[src/lpbo_pkg.sv]
package lpbo_pkg;
  localparam logic [7:0] LPBO_ADDR_PHASE0 = 8'h00;
  localparam logic [7:0] LPBO_ADDR_PHASE1 = 8'h04;
  localparam logic [7:0] LPBO_ADDR_MASTER = 8'h08;
  localparam logic [7:0] LPBO_ADDR_CONFIG = 8'h0C;
  localparam logic [7:0] LPBO_ADDR_INTENS = 8'h10;
  localparam logic [7:0] LPBO_ADDR_STATUS = 8'h14;
  localparam logic [7:0] LPBO_ADDR_BLINKP = 8'h18;
  localparam int LPBO_CFG_GLOBAL = 0;
  localparam int LPBO_CFG_BLINKEN = 1;
  localparam logic [3:0] LPBO_FULL = 4'hF;
  localparam logic [3:0] LPBO_SLOTS = 4'hF;
  localparam logic [7:0] LPBO_RST_MASTER = 8'h00;
  localparam logic [31:0] LPBO_RST_INTENS = 32'h0000_0000;
  localparam logic [15:0] LPBO_RST_BLINKP = 16'h0010;
  localparam int LPBO_SLOT_DIV = 4;
endpackage

[src/lpbo_channel.sv]
`timescale 1ns/100ps
module lpbo_channel
  import lpbo_pkg::*;
(
  input wire logic [3:0] setting,
  input wire logic phaseBit,
  input wire logic [3:0] slot,
  input wire logic oscRun,
  output logic drvLow
);
  logic [4:0] lowSlots;

  always_comb
  begin
    // inverted phase uses complement count
    lowSlots = phaseBit ? {1'b0, LPBO_SLOTS - setting}
                        : {1'b0, setting} + 5'h01;
    if (setting == LPBO_FULL)
      drvLow = !phaseBit;
    else if (!oscRun)
      drvLow = !phaseBit;
    else
      drvLow = {1'b0, slot} < lowSlots;
  end
endmodule

[src/lpbo_top.sv]
`timescale 1ns/100ps
module lpbo_top
  import lpbo_pkg::*;
#(
  parameter int NPORT = 8
)
(
  input wire logic sys_clk,
  input wire logic sys_rst,
  input wire logic psel,
  input wire logic penable,
  input wire logic pwrite,
  input wire logic [7:0] paddr,
  input wire logic [31:0] pwdata,
  output logic [31:0] prdata,
  output logic pready,
  output logic pslverr,
  output logic [NPORT-1:0] portOutputsOe,
  output logic ninthOutputOe
);
  logic [8:0] phase0_q, phase0_d;
  logic [8:0] phase1_q, phase1_d;
  logic [7:0] master_q, master_d;
  logic [1:0] config_q, config_d;
  logic [31:0] intens_q, intens_d;
  logic [15:0] blinkPer_q, blinkPer_d;
  logic [31:0] prdata_q, prdata_d;
  logic pready_q, pready_d, pslverr_q, pslverr_d;
  logic [3:0] div_q, div_d;
  logic [3:0] slot_q, slot_d;
  logic [3:0] mslot_q, mslot_d;
  logic [15:0] blinkCnt_q, blinkCnt_d;
  logic blinkPhase_q, blinkPhase_d;
  logic [NPORT-1:0] portOe_q, portOe_d;
  logic ninthOe_q, ninthOe_d;
  logic oscRun, slotTick, masterGate;
  logic [NPORT:0] drvLow;
  logic [NPORT:0] fullSet;

  function automatic logic hit(input logic [7:0] a, input logic [7:0] r);
    hit = (a == r);
  endfunction

  always_comb
  begin
    phase0_d = phase0_q;
    phase1_d = phase1_q;
    master_d = master_q;
    config_d = config_q;
    intens_d = intens_q;
    blinkPer_d = blinkPer_q;
    prdata_d = prdata_q;
    pready_d = 1'b0;
    pslverr_d = 1'b0;
    // one wait state: answer on the second edge after setup
    if (psel && penable && !pready_q)
    begin
      pready_d = 1'b1;
      prdata_d = 32'h0000_0000;
      if (hit(paddr, LPBO_ADDR_PHASE0))
      begin
        prdata_d = {23'h0, phase0_q};
        if (pwrite)
          phase0_d = pwdata[8:0];
      end
      else if (hit(paddr, LPBO_ADDR_PHASE1))
      begin
        prdata_d = {23'h0, phase1_q};
        if (pwrite)
          phase1_d = pwdata[8:0];
      end
      else if (hit(paddr, LPBO_ADDR_MASTER))
      begin
        prdata_d = {24'h0, master_q};
        if (pwrite)
          master_d = pwdata[7:0];
      end
      else if (hit(paddr, LPBO_ADDR_CONFIG))
      begin
        prdata_d = {30'h0, config_q};
        if (pwrite)
          config_d = pwdata[1:0];
      end
      else if (hit(paddr, LPBO_ADDR_INTENS))
      begin
        prdata_d = intens_q;
        if (pwrite)
          intens_d = pwdata;
      end
      else if (hit(paddr, LPBO_ADDR_BLINKP))
      begin
        prdata_d = {16'h0, blinkPer_q};
        if (pwrite)
          blinkPer_d = pwdata[15:0];
      end
      else if (hit(paddr, LPBO_ADDR_STATUS))
        prdata_d = {22'h0, oscRun, blinkPhase_q, 4'h0, slot_q};
      else
        pslverr_d = 1'b1;
    end
  end

  assign oscRun = master_q[7:4] != 4'h0;

  always_comb
  begin
    div_d = div_q;
    slot_d = slot_q;
    mslot_d = mslot_q;
    blinkCnt_d = blinkCnt_q;
    blinkPhase_d = blinkPhase_q;
    slotTick = 1'b0;
    if (oscRun)
    begin
      // divider gives a slot enable, oscillator halts when master_q[7:4] is zero
      div_d = (div_q == 4'(LPBO_SLOT_DIV - 1)) ? 4'h0 : div_q + 4'h1;
      slotTick = (div_q == 4'(LPBO_SLOT_DIV - 1));
    end
    if (slotTick)
    begin
      slot_d = slot_q + 4'h1;
      if (slot_q == LPBO_SLOTS)
      begin
        mslot_d = (mslot_q == 4'hE) ? 4'h0 : mslot_q + 4'h1;
        if (config_q[LPBO_CFG_BLINKEN])
        begin
          if (blinkCnt_q >= blinkPer_q)
          begin
            blinkCnt_d = 16'h0000;
            blinkPhase_d = !blinkPhase_q;
          end
          else
            blinkCnt_d = blinkCnt_q + 16'h0001;
        end
      end
    end
    if (!config_q[LPBO_CFG_BLINKEN])
    begin
      blinkCnt_d = 16'h0000;
      blinkPhase_d = 1'b0;
    end
  end

  // master time slot gating: m of 15 periods carry the pwm
  assign masterGate = !oscRun || (mslot_q < master_q[7:4]) ||
                      (master_q[7:4] == 4'hF);

  genvar gi;
  generate
    for (gi = 0; gi <= NPORT; gi++)
    begin : g_ch
      // ninth lane has no field of its own; keep the select in range
      localparam int IDX = (gi < NPORT) ? gi : 0;
      logic [3:0] setting;
      logic phaseBit;
      always_comb
      begin
        if (config_q[LPBO_CFG_GLOBAL])
          setting = master_q[3:0];
        else if (gi == NPORT)
          setting = master_q[3:0];
        else
          setting = intens_q[4*IDX +: 4];
        // shared phase registers for ports, own bit for ninth
        phaseBit = blinkPhase_q ? phase1_q[gi] : phase0_q[gi];
      end
      lpbo_channel lpbo_channel_i
      (
        .setting(setting),
        .phaseBit(phaseBit),
        .slot(slot_q),
        .oscRun(oscRun),
        .drvLow(drvLow[gi])
      );
      assign fullSet[gi] = setting == LPBO_FULL;
    end
  endgenerate

  always_comb
  begin
    // a full setting is static, so the master time slots do not gate it
    portOe_d = drvLow[NPORT-1:0] &
               ({NPORT{masterGate}} | fullSet[NPORT-1:0]);
    ninthOe_d = drvLow[NPORT] & (masterGate | fullSet[NPORT]);
  end

  always_ff @(posedge sys_clk or posedge sys_rst)
  begin
    if (sys_rst)
    begin
      phase0_q <= 9'h000;
      phase1_q <= 9'h000;
      master_q <= LPBO_RST_MASTER;
      config_q <= 2'h0;
      intens_q <= LPBO_RST_INTENS;
      blinkPer_q <= LPBO_RST_BLINKP;
      prdata_q <= 32'h0000_0000;
      pready_q <= 1'b0;
      pslverr_q <= 1'b0;
      div_q <= 4'h0;
      slot_q <= 4'h0;
      mslot_q <= 4'h0;
      blinkCnt_q <= 16'h0000;
      blinkPhase_q <= 1'b0;
      portOe_q <= '0;
      ninthOe_q <= 1'b0;
    end
    else
    begin
      phase0_q <= phase0_d;
      phase1_q <= phase1_d;
      master_q <= master_d;
      config_q <= config_d;
      intens_q <= intens_d;
      blinkPer_q <= blinkPer_d;
      prdata_q <= prdata_d;
      pready_q <= pready_d;
      pslverr_q <= pslverr_d;
      div_q <= div_d;
      slot_q <= slot_d;
      mslot_q <= mslot_d;
      blinkCnt_q <= blinkCnt_d;
      blinkPhase_q <= blinkPhase_d;
      portOe_q <= portOe_d;
      ninthOe_q <= ninthOe_d;
    end
  end

  assign prdata = prdata_q;
  assign pready = pready_q;
  assign pslverr = pslverr_q;
  assign portOutputsOe = portOe_q;
  assign ninthOutputOe = ninthOe_q;

  a_full_static: assert property (
    @(posedge sys_clk) disable iff (sys_rst)
    (g_ch[0].setting == LPBO_FULL && !g_ch[0].phaseBit)
    |=> portOutputsOe[0]) else $error("full setting not low");
  a_full_off: assert property (
    @(posedge sys_clk) disable iff (sys_rst)
    (g_ch[7].setting == LPBO_FULL && g_ch[7].phaseBit)
    |=> !portOutputsOe[7]) else $error("full setting not off");
  a_osc_stop: assert property (
    @(posedge sys_clk) disable iff (sys_rst)
    !oscRun |=> $stable(slot_q)) else $error("slot moved with osc off");
  a_osc_static: assert property (
    @(posedge sys_clk) disable iff (sys_rst)
    !oscRun |=> portOutputsOe[0] == !$past(g_ch[0].phaseBit))
    else $error("static level wrong with osc off");
  a_ninth_sep: assert property (
    @(posedge sys_clk) disable iff (sys_rst)
    (master_q[7:4] == 4'hF && master_q[3:0] == LPBO_FULL &&
     !config_q[LPBO_CFG_GLOBAL] && blinkPhase_q && phase1_q[NPORT])
    |=> !ninthOutputOe) else $error("ninth not off");
  a_ninth_on: assert property (
    @(posedge sys_clk) disable iff (sys_rst)
    (g_ch[NPORT].setting == LPBO_FULL && !g_ch[NPORT].phaseBit)
    |=> ninthOutputOe) else $error("ninth not on");
  a_half_duty: assert property (
    @(posedge sys_clk) disable iff (sys_rst)
    (oscRun && masterGate && g_ch[7].setting == 4'h7 && slot_q == 4'h7)
    |=> portOutputsOe[7]) else $error("half duty wrong");
  a_half_off: assert property (
    @(posedge sys_clk) disable iff (sys_rst)
    (oscRun && g_ch[7].setting == 4'h7 && slot_q == 4'h8)
    |=> !portOutputsOe[7]) else $error("half duty too long");
  a_low_slot: assert property (
    @(posedge sys_clk) disable iff (sys_rst)
    (oscRun && masterGate && g_ch[0].setting == 4'h0 &&
     !g_ch[0].phaseBit && slot_q == 4'h1)
    |=> !portOutputsOe[0]) else $error("low time too long");
  a_low_first: assert property (
    @(posedge sys_clk) disable iff (sys_rst)
    (oscRun && masterGate && g_ch[0].setting == 4'h0 &&
     !g_ch[0].phaseBit && slot_q == 4'h0)
    |=> portOutputsOe[0]) else $error("low time missing");
  a_inv_slot: assert property (
    @(posedge sys_clk) disable iff (sys_rst)
    (oscRun && masterGate && g_ch[0].setting == 4'h0 &&
     g_ch[0].phaseBit && slot_q == 4'hE)
    |=> portOutputsOe[0]) else $error("inverted low time short");
  a_inv_end: assert property (
    @(posedge sys_clk) disable iff (sys_rst)
    (oscRun && g_ch[0].setting == 4'h0 && g_ch[0].phaseBit &&
     slot_q == 4'hF)
    |=> !portOutputsOe[0]) else $error("inverted low time long");
  a_high_slot: assert property (
    @(posedge sys_clk) disable iff (sys_rst)
    (oscRun && masterGate && g_ch[6].setting == 4'hE &&
     !g_ch[6].phaseBit && slot_q == 4'hE)
    |=> portOutputsOe[6]) else $error("high duty short");
  a_master_gate: assert property (
    @(posedge sys_clk) disable iff (sys_rst)
    (oscRun && !masterGate && g_ch[0].setting != LPBO_FULL)
    |=> !portOutputsOe[0]) else $error("gated cycle not off");
  a_global_sel: assert property (
    @(posedge sys_clk) disable iff (sys_rst)
    config_q[LPBO_CFG_GLOBAL] |-> g_ch[1].setting == master_q[3:0])
    else $error("global not used");
  a_own_sel: assert property (
    @(posedge sys_clk) disable iff (sys_rst)
    !config_q[LPBO_CFG_GLOBAL] |-> g_ch[2].setting == intens_q[11:8])
    else $error("own setting not used");
  a_blink_flip: assert property (
    @(posedge sys_clk) disable iff (sys_rst)
    (slotTick && slot_q == LPBO_SLOTS && config_q[LPBO_CFG_BLINKEN] &&
     blinkCnt_q >= blinkPer_q) |=> blinkPhase_q != $past(blinkPhase_q))
    else $error("phase did not toggle");
  a_blink_off: assert property (
    @(posedge sys_clk) disable iff (sys_rst)
    !config_q[LPBO_CFG_BLINKEN] |=> !blinkPhase_q)
    else $error("phase left set with blink off");
  a_slot_step: assert property (
    @(posedge sys_clk) disable iff (sys_rst)
    slotTick |=> slot_q == 4'($past(slot_q) + 4'h1))
    else $error("slot did not step");
  a_apb_wait: assert property (
    @(posedge sys_clk) disable iff (sys_rst)
    (psel && penable && !pready) |=> pready) else $error("no ready");
  a_ready_pulse: assert property (
    @(posedge sys_clk) disable iff (sys_rst)
    pready |=> !pready) else $error("ready held too long");
  a_err_ready: assert property (
    @(posedge sys_clk) disable iff (sys_rst)
    pslverr |-> pready) else $error("error without ready");
endmodule

[config.mk]
export PLATFORM = sky130hd
export DESIGN_NAME = lpbo_top
export DESIGN_NICKNAME = d
export VERILOG_FILES = /design/src/lpbo_pkg.sv /design/src/lpbo_channel.sv /design/src/lpbo_top.sv
export SDC_FILE = /design/constraint.sdc
export NUM_CORES = 1
export LEC_CHECK = 0
export ABC_CLOCK_PERIOD_IN_PS = 6500
export BUFFER_PORTS_ARGS = -buffer_cell sky130_fd_sc_hd__buf_2
export CAP_MARGIN = 10
export CORE_ASPECT_RATIO = 0.5
export CORE_MARGIN = 8
export CORE_UTILIZATION = 30
export CTS_CLUSTER_SIZE = 25
export DETAILED_ROUTE_END_ITERATION = 16
export PLACE_DENSITY = 0.52
export SLEW_MARGIN = 20
export SYNTH_ARGS = -nofsm -noshare
export SYNTH_HDL_FRONTEND = slang
export SYNTH_SLANG_ARGS = --single-unit
[constraint.sdc]
create_clock -name sys_clk -period 6.5 [get_ports sys_clk]
set_input_delay 1.625 -clock sys_clk [delete_from_list [all_inputs] [get_ports sys_clk]]
set_output_delay 1.625 -clock sys_clk [all_outputs]
set_load 0.005 [all_outputs]
==> summary.md <==
| Metric | Value |
|---|---|
| Fin crit share | 61.0% |
| Vias per Instance | 5.23 |
| Area leader, netlist | dfrtp_1 |
| CTS Root Cell | clkbuf_16 |
| Clock Latency Late Sink | 440 ps |
| DRC errors left | 0 |
| Remaining global-route overflow | 0 |
| Share of cells above drive strength 1 | 25.9% |
| Startpoint Class | primary input |
| CP Data Required Time | 6820 ps |
| Setup crit end | intens_q[29] |
| R2r worst-path depth | 4 |
| Final hold violations | 0 |
| Fmax | 0.252 GHz |
| M1 GR Usage | 20.0% |
| R2r endpoint | intens_q[29] |
| CTS resizes | 0 |
| Synthesized Nets | 914 |
| Starting Density | 30.7% |
| Fin Hold WS | 479 ps |
| Worst min-delay path class | flip-flop to flip-flop |
| Mux share of post-synthesis cell area | 12.7% |
| Sequential share of the synthesized area | 43.4% |
| Yosys warns | 0 |
| Post-Synth Adder-Cell Area | 8.50% |
| Final instance area | 0.00997 mm2 |
| RSZ-0062 raised after global routing | false |
| Hold Buf Count CTS | 0 |
| Slew Limit Headroom | 34.0% |
| Leakage power | 4.56 nW |
| Nets | 987 |
| Worst r2r src | pready |
| Status | finished, final reports clean |
| Worst R2R Setup Slack | 3480 ps |
| Die Footprint | 0.0344 mm2 |
| Synthesis-to-layout area growth | 16.8% |
| Mapped Cells | 811 |
| Asr flop ratio synth | 100% |
| CP peak stage delay | 870 ps |
| Gr busiest metal | met2 |
| Post-Route Setup TNS | 0 ps |
| Average wire per standard cell | 19.9 um |
| Slew at the pin closest to its max-slew limit | 990 ps |
| Clock slew at reported path FFs | 70 ps |
| Main area contributors after synthesis | dfrtp_1, mux2_2, ha_1 |
| Pwr Density | 221 mW/mm2 |
| Synth Flop Type | dfrtp_1 |
| Setup slack after layout | 2540 ps |
| I/O Pins | 88 |
| Post-Synth XOR/XNOR Area | 2.36% |
| H-tree depth | 4 |
| Placement row count | 43 |
| FF+latch area | 0.00370 mm2 |
| Initial antenna violation count | 1 |
| Arr. time, crit path | 4280 ps |
| Simple-gate share of the synthesized area | 11.5% |
| DP Cell Count | 1247 |
| RePlAce Congestion | 0.875 |
| Place WS | 2050 ps |
| Placed Instance Area | 0.00933 mm2 |
| Worst path cell trace | buf_2 -> nor3_4 -> nand3_2 -> nor3_4 -> nand3_2 -> mux2_2 |
| Post-synth EDFFs | 0 |
| Clock Tree Buf Depth | 2 |
| Post-synthesis compound-gate area fraction | 17.4% |
| # fillers | 2781 |
| Antenna-violating nets left | 0 |
| Multi-input gate area | 0.00451 mm2 |
| Core Area | 0.0278 mm2 |
| Layout Cells excl Fill | 1279 |
| Syn_area_per_cell | 10.5 um2 |
| Worst VDD drop | 0.197 mV |
| Met3 usage | 3.93% |
| Crit path from | paddr[5] |
| Met2 Use GR | 24.1% |
| Largest net degree at the start of global routing | 106 |
| First-pass GRT wire length | 39800 um |
| DP HPWL | 18200 um |
| Slew Limit Fails | 0 |
| Main combinational cell family by area after synthesis | compound AO/OA/AOI/OAI gates |
| Clock Sinks | 148 |
| Setup Fix Bufs, Post-CTS | 0 |
| Setup violators final | 0 |
| Die W | 255 um |
| #FFs+latches synth | 148 |
| GRT Total Usage | 15.0% |
| Iter 0 DRT Violations | 408 |
| Crit path max fanout | 32 |
| Slowest cell on the critical path | nand3_2 |
| Routed Wire Length | 25400 um |
| TritonCTS clock tree | built |
| Tmin final | 3960 ps |
| Crit Path Class | primary input to flip-flop |
| # port buffers | 87 |
| Final Skew | 11.6 ps |
| Synth unique cells | 64 |
| Mapped cell area | 0.00854 mm2 |
| # diodes | 0 |
| CTS buffer count | 17 |
| # Max-Cap Violations | 0 |
| Vias in the first global route | 6609 |
| Yosys top cell area share | 43.1% |
| 1st-pass router iterations | 4 |
| Die height | 135 um |
| Setup crit end kind | flip-flop |
| Vias | 6684 |
## metrics by stage
step	utilization [%]	total power, mW
global route	35.8	2.29
finish	35.8	2.20
detailed placement	33.5	1.16
global placement	33.5	1.16
CTS	35.8	2.23
floorplan	-	1.09
## routing by layer
| metal | vias up | share of wire [%] | wire length (um) |
|---|---|---|---|
| met5 | - | 0 | 0 |
| met3 | 23 | 5.0 | 1280 |
| met1 | 3372 | 47 | 11900 |
| met2 | 145 | 47 | 11900 |
| li1 | 3144 | - | - |
| met4 | 0 | 1.4 | 344 |
## cells by family (layout without fill, tap and decap cells)
group / after synthesis / in the layout
muxes: 98 / 98
DFF: 148 / 148
adders and majority gates: 58 / 58
and+or+nand+nor: 180 / 180
xor gates and xnor gates: 23 / 23
buffers and inverters: 84 / 170
AOI/OAI and AO/OA: 220 / 220
## flip-flops by register name (all words and copies together) (netlist names), 8 cells and up
register	cells
blinkCnt_q	16
blinkPer_q	16
intens_q	32
master_q	8
phase0_q	9
phase1_q	9
portOutputsOe	8
prdata	32
## cell usage in the layout, fill, tap and decap left out, types with 5 or more instances in the layout
cell type	netlist	routed
and2_1	16	16
xor2_1	11	11
ha_1	58	58
a21oi_1	34	34
mux2i_1	18	18
buf_4	1	5
nor2_1	37	37
and3_1	11	11
buf_2	11	87
nand2b_1	6	6
a22oi_1	20	20
nand3_1	14	14
mux2_2	79	79
o31ai_1	11	11
inv_6	0	6
dfrtp_1	147	147
inv_1	46	45
clkbuf_16	0	17
a221oi_1	10	10
a22o_1	16	16
a32o_1	10	10
nor3_1	8	8
a31oi_1	12	12
nand2_1	46	46
o21ai_0	63	63
xnor2_1	12	12
nand3_2	5	5
o21a_1	18	18
nand4_1	10	10
## where the power goes
part | switching [mW] | internal (mW)
combinational | 0.105 | 0.0671
sequential | 0.0247 | 0.946
clock | 0.452 | 0.607
total | 0.582 | 1.62
## area by class of cell
| class | instances | area share, % |
|---|---|---|
| Tap cell | 382 | 4.79 |
| Sequential cell | 148 | 37.2 |
| Clock buffer | 19 | 4.54 |
| Timing Repair Buffer | 92 | 4.74 |
| Inverter | 46 | 1.78 |
| Clock inverter | 13 | 1.79 |
| Multi-Input combinational cell | 579 | 45.2 |
## cell usage after synthesis (12+ instances only)
cell type,number
a22o_1,16
nand2_1,46
xnor2_1,12
o21a_1,18
nand3_1,14
mux2_2,79
mux2i_1,18
o21ai_0,63
a31oi_1,12
dfrtp_1,147
inv_1,46
a21oi_1,34
a22oi_1,20
clkbuf_1,20
nor2_1,37
ha_1,58
and2_1,16
## worst min path at each step
stage / from / to / slack, ps / cells past startpoint
final: prdata[3] / prdata[3] / 480 / 2
after global placement: prdata[6] / prdata[6] / 480 / 2
after global routing: prdata[20] / prdata[20] / 510 / 1
after detailed placement: prdata[3] / prdata[3] / 470 / 2
after CTS: prdata[3] / prdata[3] / 490 / 2
after floorplan: blinkCnt_q[15] / blinkCnt_q[15] / 470 / 1
## critical path: cells and delay by family
kind	cells	cell delay, ps
buffers and inverters	1	130
and+or+nand+nor	4	1950
muxes	1	550
(Power assumes the default switching activity.)
